==> src/hw/wlsr_pkg.sv <==
// Constants shared by the wake-latch and output routing register block.
// Assumes a 16-bit register word with an 8-bit address from the serial configuration port.
package wlsr_pkg;

	// ==========================================================================
	// Register addresses
	localparam logic [7:0] ADDR_CHANGE_LATCH = 8'h33;
	localparam logic [7:0] ADDR_ROUTE_1_2    = 8'h34;
	localparam logic [7:0] ADDR_ROUTE_3_4    = 8'h35;

	// ==========================================================================
	// Sizes
	localparam int NUM_CHANNELS = 15;
	localparam int NUM_OUTPUTS  = 4;
	localparam int ROUTE_W      = 4;
	localparam int DATA_W       = 16;
	localparam int ADDR_W       = 8;

	// ==========================================================================
	// Field positions inside a routing register
	localparam int POS_ROUTE_LO  = 0;
	localparam int POS_ROUTE_HI  = 4;
	localparam int POS_PULLUP_LO = 8;
	localparam int POS_PULLUP_HI = 9;
	localparam int POS_BYPASS_LO = 10;
	localparam int POS_BYPASS_HI = 11;
	localparam int POS_FILTER_LO = 12;
	localparam int POS_FILTER_HI = 13;

	// ==========================================================================
	// Field codes and reset values
	localparam logic [3:0]  ROUTE_NONE      = 4'h0;
	localparam logic [3:0]  ROUTE_RST_OUT4  = 4'hf;
	localparam logic [3:0]  ROUTE_RST_OTHER = 4'h0;
	localparam logic        BYPASS_RST      = 1'h0;
	localparam logic        PULLUP_RST      = 1'h0;
	localparam logic [14:0] LATCH_RST       = 15'h0000;
	localparam logic [15:0] RDATA_RST       = 16'h0000;
	localparam logic [1:0]  SYNC_RST        = 2'h3;

	// One output's configuration.
	typedef struct packed {
		logic       filter_fast;
		logic       bypass;
		logic       pull_en;
		logic [3:0] route;
	} wlsr_out_cfg_s;

endpackage : wlsr_pkg

==> src/hw/wlsr_slot_if.sv <==
// Carrier between the register block and one routing slot.
// Assumes all members live on clk_sys.
`timescale 1ns/1ps

interface wlsr_slot_if;
	logic [3:0]  route;
	logic [14:0] levels;
	logic        level;
	logic        drive;

	modport cfg  (output route, output levels, input level, input drive);
	modport slot (input route, input levels, output level, output drive);
endinterface : wlsr_slot_if

==> src/hw/wlsr_route_slot.sv <==
// One routed output: picks an input channel by its selector code.
// Assumes channel levels are already on clk_sys.
`timescale 1ns/1ps

module wlsr_route_slot (
	// Clock and reset
	input wire logic     clk_sys,
	input wire logic     reset_n,
	// Configuration and data
	wlsr_slot_if.slot    port
);

	typedef struct packed {
		logic level;
		logic drive;
	} wlsr_slot_s;

	wlsr_slot_s st_ff;
	wlsr_slot_s nxt_st;

	// ==========================================================================
	// Selection
	always_comb begin
		nxt_st = st_ff;
		if (port.route == wlsr_pkg::ROUTE_NONE) begin
			nxt_st.drive = 1'b0; // RULE8
			nxt_st.level = 1'b0;
		end else begin
			nxt_st.drive = 1'b1;
			nxt_st.level = port.levels[port.route - 4'h1]; // RULE8
		end
	end

	always_ff @(posedge clk_sys) begin
		if (!reset_n) begin
			st_ff <= '0;
		end else begin
			st_ff <= nxt_st;
		end
	end

	assign port.level = st_ff.level;
	assign port.drive = st_ff.drive;

endmodule : wlsr_route_slot

==> src/hw/wlsr_change_latch.sv <==
// Level change latch captured at the end of the polling phase.
// Assumes levels and the end strobe come from logic on clk_sys.
`timescale 1ns/1ps

module wlsr_change_latch (
	// Clock and power-on reset
	input wire logic         clk_sys,
	input wire logic         reset_n,
	// Polling results
	input wire logic         polling_end,
	input wire logic [14:0]  channel_level,
	input wire logic [14:0]  pre_sleep_level,
	// Latched flags
	output logic [14:0]      level_change_flag
);

	typedef struct packed {
		logic [14:0] latch;
	} wlsr_latch_s;

	wlsr_latch_s st_ff;
	wlsr_latch_s nxt_st;

	// ==========================================================================
	// Capture
	// The wake mask is deliberately not an input: every channel is compared.
	always_comb begin
		nxt_st = st_ff;
		if (polling_end) begin
			nxt_st.latch = channel_level ^ pre_sleep_level; // RULE1 RULE2
		end
	end

	always_ff @(posedge clk_sys) begin
		if (!reset_n) begin
			st_ff.latch <= wlsr_pkg::LATCH_RST; // RULE3
		end else begin
			st_ff <= nxt_st;
		end
	end

	assign level_change_flag = st_ff.latch;

endmodule : wlsr_change_latch

==> src/hw/wlsr_regs.sv <==
// Register block: polling change latch and four routed sensor outputs.
// Assumes a decoded register port from the serial frame logic on clk_sys;
// parity is added by that logic, so bit 15 reads as zero here.
`timescale 1ns/1ps

// Behaviour
// [RULE1] Polling end latches per-channel level differences.
// [RULE2] Flag set regardless of wake-source setting.
// [RULE3] Latch is read-only, cleared by power-on.
// [RULE4] Filter select bits 13:12, 1 is fast.
// [RULE5] Filter resets to its channel enable.
// [RULE6] Bypass bits 11:10 skip digital processing.
// [RULE7] Pull-up bits 9:8 connect 20k resistor.
// [RULE8] Selector 0 is high impedance, else channel.
// [RULE9] Output 1 route 3:0, output 2 7:4.
// [RULE10] Second register repeats layout for outputs 3,4.
// [RULE11] Enables per channel, reset to zero.
// [RULE12] Host avoids duplicate routes, routes before enabling.
module wlsr_regs (
	// Clock and resets
	input wire logic         clk_sys,
	input wire logic         reset_n,
	input wire logic         logic_reset_n,
	// Register port
	input wire logic [7:0]   reg_addr,
	input wire logic         reg_wr_en,
	input wire logic [15:0]  reg_wdata,
	input wire logic         reg_rd_en,
	output logic [15:0]      reg_rdata,
	// Polling and channel status
	input wire logic         polling_end,
	input wire logic [14:0]  channel_level,
	input wire logic [14:0]  pre_sleep_level,
	input wire logic [3:0]   sent_channel_enable,
	// Latch and routed outputs
	output logic [14:0]      level_change_flag,
	output logic [3:0]       sent_route_level,
	output logic [3:0]       sent_route_drive,
	output logic [3:0]       input_filter_speed,
	output logic [3:0]       digital_path_bypass,
	output logic [3:0]       passive_pullup_select
);

	typedef struct packed {
		logic [1:0]                                       lrst_sync;
		logic [15:0]                                      rdata;
		wlsr_pkg::wlsr_out_cfg_s [wlsr_pkg::NUM_OUTPUTS-1:0] cfg;
	} wlsr_regs_s;

	wlsr_regs_s st_ff;
	wlsr_regs_s nxt_st;
	logic       cfg_reset;

	// ==========================================================================
	// Reset value of one output's configuration
	function automatic wlsr_pkg::wlsr_out_cfg_s cfg_reset_value(input int idx, input logic enable);
		wlsr_pkg::wlsr_out_cfg_s v;
		v.filter_fast = enable; // RULE5 RULE11
		v.bypass      = wlsr_pkg::BYPASS_RST; // RULE6
		v.pull_en     = wlsr_pkg::PULLUP_RST; // RULE7
		v.route       = (idx == wlsr_pkg::NUM_OUTPUTS - 1) ? wlsr_pkg::ROUTE_RST_OUT4 : wlsr_pkg::ROUTE_RST_OTHER;
		return v;
	endfunction : cfg_reset_value

	// Packs two outputs' configuration into one register word.
	function automatic logic [15:0] pack_pair(input wlsr_pkg::wlsr_out_cfg_s lo, input wlsr_pkg::wlsr_out_cfg_s hi);
		logic [15:0] w;
		w = '0;
		w[wlsr_pkg::POS_ROUTE_LO +: wlsr_pkg::ROUTE_W] = lo.route; // RULE9 RULE10
		w[wlsr_pkg::POS_ROUTE_HI +: wlsr_pkg::ROUTE_W] = hi.route;
		w[wlsr_pkg::POS_PULLUP_LO] = lo.pull_en;
		w[wlsr_pkg::POS_PULLUP_HI] = hi.pull_en;
		w[wlsr_pkg::POS_BYPASS_LO] = lo.bypass;
		w[wlsr_pkg::POS_BYPASS_HI] = hi.bypass;
		w[wlsr_pkg::POS_FILTER_LO] = lo.filter_fast;
		w[wlsr_pkg::POS_FILTER_HI] = hi.filter_fast;
		return w;
	endfunction : pack_pair

	function automatic wlsr_pkg::wlsr_out_cfg_s unpack_out(input logic [15:0] w, input logic hi);
		wlsr_pkg::wlsr_out_cfg_s v;
		v.route       = hi ? w[wlsr_pkg::POS_ROUTE_HI +: wlsr_pkg::ROUTE_W]
		                   : w[wlsr_pkg::POS_ROUTE_LO +: wlsr_pkg::ROUTE_W]; // RULE9 RULE10
		v.pull_en     = hi ? w[wlsr_pkg::POS_PULLUP_HI] : w[wlsr_pkg::POS_PULLUP_LO]; // RULE7
		v.bypass      = hi ? w[wlsr_pkg::POS_BYPASS_HI] : w[wlsr_pkg::POS_BYPASS_LO]; // RULE6
		v.filter_fast = hi ? w[wlsr_pkg::POS_FILTER_HI] : w[wlsr_pkg::POS_FILTER_LO]; // RULE4
		return v;
	endfunction : unpack_out

	// ==========================================================================
	// Next state
	// The logic reset comes from a pin, so it is synchronised before use; it
	// clears the routing registers but never the power-on-only latch.
	assign cfg_reset = !st_ff.lrst_sync[1];

	always_comb begin
		nxt_st = st_ff;
		nxt_st.lrst_sync = {st_ff.lrst_sync[0], logic_reset_n};
		if (cfg_reset) begin
			for (int i = 0; i < wlsr_pkg::NUM_OUTPUTS; i++) begin
				nxt_st.cfg[i] = cfg_reset_value(i, sent_channel_enable[i]); // RULE5
			end
		end else if (reg_wr_en) begin
			unique case (reg_addr)
				wlsr_pkg::ADDR_ROUTE_1_2: begin
					nxt_st.cfg[0] = unpack_out(reg_wdata, 1'b0); // RULE9
					nxt_st.cfg[1] = unpack_out(reg_wdata, 1'b1);
				end
				wlsr_pkg::ADDR_ROUTE_3_4: begin
					nxt_st.cfg[2] = unpack_out(reg_wdata, 1'b0); // RULE10
					nxt_st.cfg[3] = unpack_out(reg_wdata, 1'b1);
				end
				default: begin
					// The latch address and unmapped addresses ignore writes.
					nxt_st.cfg = st_ff.cfg; // RULE3
				end
			endcase
		end
		if (reg_rd_en) begin
			unique case (reg_addr)
				wlsr_pkg::ADDR_CHANGE_LATCH: nxt_st.rdata = {1'b0, level_change_flag};
				wlsr_pkg::ADDR_ROUTE_1_2:    nxt_st.rdata = pack_pair(st_ff.cfg[0], st_ff.cfg[1]);
				wlsr_pkg::ADDR_ROUTE_3_4:    nxt_st.rdata = pack_pair(st_ff.cfg[2], st_ff.cfg[3]);
				default:                     nxt_st.rdata = wlsr_pkg::RDATA_RST;
			endcase
		end
	end

	// ==========================================================================
	// Registers
	always_ff @(posedge clk_sys) begin
		if (!reset_n) begin
			st_ff.lrst_sync <= wlsr_pkg::SYNC_RST;
			st_ff.rdata     <= wlsr_pkg::RDATA_RST;
			for (int i = 0; i < wlsr_pkg::NUM_OUTPUTS; i++) begin
				st_ff.cfg[i] <= cfg_reset_value(i, sent_channel_enable[i]); // RULE5 RULE11
			end
		end else begin
			st_ff <= nxt_st;
		end
	end

	assign reg_rdata = st_ff.rdata;

	// ==========================================================================
	// Change latch
	wlsr_change_latch u_latch (
		.clk_sys           (clk_sys),
		.reset_n           (reset_n),
		.polling_end       (polling_end),
		.channel_level     (channel_level),
		.pre_sleep_level   (pre_sleep_level),
		.level_change_flag (level_change_flag)
	);

	// ==========================================================================
	// Routing slots
	genvar g;
	generate
		for (g = 0; g < wlsr_pkg::NUM_OUTPUTS; g++) begin : g_slot
			wlsr_slot_if slot_bus ();

			assign slot_bus.route  = st_ff.cfg[g].route;
			assign slot_bus.levels = channel_level;

			wlsr_route_slot u_slot (
				.clk_sys (clk_sys),
				.reset_n (reset_n),
				.port    (slot_bus.slot)
			);

			assign sent_route_level[g]      = slot_bus.level;
			assign sent_route_drive[g]      = slot_bus.drive; // RULE8
			assign input_filter_speed[g]    = st_ff.cfg[g].filter_fast; // RULE4
			assign digital_path_bypass[g]   = st_ff.cfg[g].bypass; // RULE6
			assign passive_pullup_select[g] = st_ff.cfg[g].pull_en; // RULE7
		end
	endgenerate

endmodule : wlsr_regs

==> config.mk <==
export PLATFORM = sky130hd
export DESIGN_NAME = wlsr_regs
export DESIGN_NICKNAME = d
export VERILOG_FILES = /design/src/hw/wlsr_pkg.sv /design/src/hw/wlsr_slot_if.sv /design/src/hw/wlsr_route_slot.sv /design/src/hw/wlsr_change_latch.sv /design/src/hw/wlsr_regs.sv
export SDC_FILE = /design/constraint.sdc
export NUM_CORES = 1
export LEC_CHECK = 0
export BUFFER_PORTS_ARGS = -buffer_cell sky130_fd_sc_hd__buf_2
export CAP_MARGIN = 10
export CORE_ASPECT_RATIO = 0.5
export CORE_MARGIN = 5
export CORE_UTILIZATION = 40
export CTS_CLUSTER_DIAMETER = 50
export DETAILED_ROUTE_END_ITERATION = 8
export GPL_TIMING_DRIVEN = 0
export PLACE_DENSITY = 0.74
export SKIP_CTS_REPAIR_TIMING = 1
export SLEW_MARGIN = 25
export SYNTH_ARGS = -nofsm -noshare
export SYNTH_HDL_FRONTEND = slang
export SYNTH_SLANG_ARGS = --single-unit
export TNS_END_PERCENT = 20
==> constraint.sdc <==
create_clock -name clk_sys -period 2.4 [get_ports clk_sys]
set_input_delay 0.72 -clock clk_sys [delete_from_list [all_inputs] [get_ports clk_sys]]
set_output_delay 0.72 -clock clk_sys [all_outputs]
set_load 0.1 [all_outputs]
==> results.txt <==
----------------------------------------------------
[Outcome]
  Status ... complete, no violations

[Timing]
  Final TNS setup ... 0 ns
  Worst max-slew margin expressed relative to the limit ... 0.544
  Minimum period implied by the final worst setup slack ... 2.06 ns
  Actual transition at the worst max-transition pin ... approximately 0.68 ns
  RSZ-0062 raised after global routing ... false
  Setup violations, final ... 0
  Fmax ... 0.485 GHz
  Max-slew violation count ... 0
  Worst setup skew after layout ... about 0.0060 ns
  Final worst path period share ... 0.859
  Total count of hold-check failures in the final report ... 0

[Drt]
  Count of routing violations after the opening detailed-route iteration ... 226
  Length of the first detailed-routing pass in iterations ... 5
  Total via count in the routed design ... 3,303
  Number of DRC violations after detailed routing ... 0
  Average vias per placed instance ... 4.94
  Wirelength per Cell ... 16.0 microns
  Number of routed nets with antenna violations ... 0
  DRT Wirelength ... between 10,000 and 15,000 microns

[Finish]
  Most frequent standard cell in the layout excluding fill and tap cells ... sky130_fd_sc_hd__buf_2
  Final Instance Area ... roughly 4900 sq um
  Layout net count ... 599
  ANT cells ... 0
  Fraction of layout instances using a drive strength above 1 ... 0.369
  Area growth from synthesis to layout ... 26.4%
  Multi-input combinational cell area ... 2040 sq um
  Layout filler cell count ... 872
  Register area ... approximately 1400 sq um
  Post-Route Utilization ... 0.517
  Commonest non-fill, non-tap cells in the layout ... sky130_fd_sc_hd__buf_2 (116), sky130_fd_sc_hd__dfxtp_1 (64), sky130_fd_sc_hd__nand2_1 (61)

[Die]
  # IOs ... 115
  Die width ... 149 microns
  Row cnt ... 25
  Full die area ... between 10,000 and 15,000 sq um
  Die Ht ... 79.4 microns
  Starting utilization of the core area ... 0.409
  Core Area ... 9420 sq um

[Synth]
  Cell variety after synth ... 37
  Syn Nets ... around 480
  Ys async rst share ... 0
  Post-synthesis instance total ... between 400 and 500
  Post-synth EDFFs ... 4
  Number of register bits inferred by synthesis ... slightly below 70
  Summed instance area of the synthesized netlist ... 3850 sq um
  Number of warnings issued by yosys ... 0
  Avg Cell Area, Syn ... 9.45 sq um
  Synth Flop Type ... sky130_fd_sc_hd__dfxtp_1
  Sequential element share of the synthesized area ... 0.364

[Power and ir drop]
  Switching portion of total power ... 0.297
  Internal power ... 2100 uW
  Design Power ... between 2000 and 3000 uW
  Register share of total power ... 0.400
  Part of the total power dissipated in the clock network ... 0.436
  Power density normalized to cell area ... 612 nW/um^2
  Leakage dissipation ... 0.00218 uW
  Max VDD drop ... 0.353 mV
  Net switching power figure ... slightly below 900 uW
  Proportion of power drawn by combinational gates ... 0.165

[Min path]
  Type of the most critical hold path ... reg -> reg

[Global route]
  Number of antenna violations at the first check in global routing ... 1
  Largest net degree at the start of global routing ... 13
  Total GRT Usage ... 0.183
  Remaining global-route overflow ... 0
  Wire length of the first global-routing pass ... 17,000 microns
  Number of global-route vias before repair ... about 3,300

[Setup path]
  Required @ worst endpoint ... between 2 and 3 ns
  Setup Crit Path Kind ... in -> reg
  Critical path's largest stage delay ... roughly 0.6 ns
  Crit path cell chain ... buf_2 > nand4bb_4 > nor3_2 > nand3_1 > o21ai_0
  Arrival time worst endpoint ... 2.21 ns
  CP max FO ... 9
  Startpoint class of the critical path ... input pin
  Cell with the biggest individual delay on the critical path ... sky130_fd_sc_hd__nor3_2
  Crit. End Element ... register

[Place]
  Final weighted congestion of routability-driven global placement ... 0.832
  HPWL Detailed ... ~8400 microns
  Port buffer count ... 110
  Placement Cell Area ... 4570 sq um

[Clocking]
  Number of buffers on the longest clock path ... 2
  Count of clock tree sinks ... 68
  Clk root buf ... sky130_fd_sc_hd__clkbuf_16
  TritonCTS clock tree ... yes
  Number of buffers inserted during clock tree synthesis ... 9
  Clock-pin slew on the worst setup and hold paths ... roughly 0.06 ns
  Clock network latency to the later pin of the worst-skew pair ... 0.33 ns
  H-tree depth ... 3

[Job]
  Max-cap violations ... 0

----------------------------------------------------
[cell families after synthesis]
family,synth area share
compound gates,0.134
simple gates,0.141
other cells,0.000973
fa+ha+maj,0.0195
buf+inv,0.107
flops,0.364
xor+xnor,0.0613
mux,0.173
[Yosys cell counts (6+ instances only)]
cell type	n	area, sq um
sky130_fd_sc_hd__a22oi_1	7	52.6
sky130_fd_sc_hd__buf_4	37	278
sky130_fd_sc_hd__dfxtp_1	64	1280
sky130_fd_sc_hd__o211a_1	15	150
sky130_fd_sc_hd__clkbuf_1	11	41.3
sky130_fd_sc_hd__xor2_1	8	70.1
sky130_fd_sc_hd__inv_1	12	45.0
sky130_fd_sc_hd__mux4_2	12	270
sky130_fd_sc_hd__xnor2_1	19	166
sky130_fd_sc_hd__ha_1	6	75.1
sky130_fd_sc_hd__a21oi_1	7	35.0
sky130_fd_sc_hd__nor2_1	33	124
sky130_fd_sc_hd__nand2_1	61	229
sky130_fd_sc_hd__mux2_2	6	67.6
sky130_fd_sc_hd__mux2i_1	33	330
sky130_fd_sc_hd__o21ai_0	19	95.1
sky130_fd_sc_hd__a21boi_0	9	67.6
sky130_fd_sc_hd__buf_2	6	30.0
[metal layers]
metal | global-route usage | vias up | wire length, microns
li1 | - | 1621 | -
met3 | 0.0437 | 13 | 761
met1 | 0.247 | 1548 | 4770
met2 | 0.297 | 119 | 5050
met5 | 0 | - | 13
met4 | 0.0502 | 2 | 136
[final timing paths]
check | start | to | slack [ns] | cells after the start
setup / recovery | reg_addr[6] | input_filter_speed[2] | 0.34 | 5
hold / removal | nxt_st[45] | st_ff[45] | 0.40 | 1
setup reg to reg | g_slot[0].slot_bus.route[0] | g_slot[0].u_slot.port.level | 0.56 | 7
hold reg to reg | nxt_st[45] | st_ff[45] | 0.40 | 1
[final cells by class]
type / count / area share
Clock buffer: 11 / 0.0542
Timing Repair Buffer: 110 / 0.113
Clock inverter: 5 / 0.00693
Multi-Input combinational cell: 271 / 0.419
Sequential cell: 68 / 0.288
Buffer: 57 / 0.0755
Tap cell: 135 / 0.0347
Inverter: 12 / 0.00924
[worst max-delay path, delay by kind of cell]
kind / cells / cell delay (ns)
and+or+nand+nor: 3 / 1.12
AOI/OAI and AO/OA: 1 / 0.26
buffers and inverters: 1 / 0.10
[metrics by stage]
step,cells,setup WS [ns],hold WS (ns)
2_1_floorplan,408,0.390,0.386
3_3_place_gp,653,0.0593,0.391
3_5_place_dp,653,0.0364,0.391
4_1_cts,669,0.350,0.406
5_1_grt,669,0.205,0.453
6_report,669,0.338,0.404
[sequential cells by signal, indices dropped and copies added (netlist names)]
name / flops
g_slot.slot_bus.route: 16
reg_rdata: 15
u_latch.level_change_flag: 15
digital_path_bypass: 4
g_slot.u_slot.port.drive: 4
g_slot.u_slot.port.level: 4
input_filter_speed: 4
passive_pullup_select: 4
nxt_st: 1
st_ff: 1
[power groups by stage]
stage | combinational, uW | clock, uW | sequential [uW]
5_1_grt | 515 | 1360 | 1190
2_1_floorplan | 201 | 0 | 1360
6_report | 491 | 1300 | 1190
4_1_cts | 489 | 1310 | 1190
3_5_place_dp | 488 | 0 | 1220
3_3_place_gp | 486 | 0 | 1220
No activity file was read; power rests on OpenSTA's default activity.
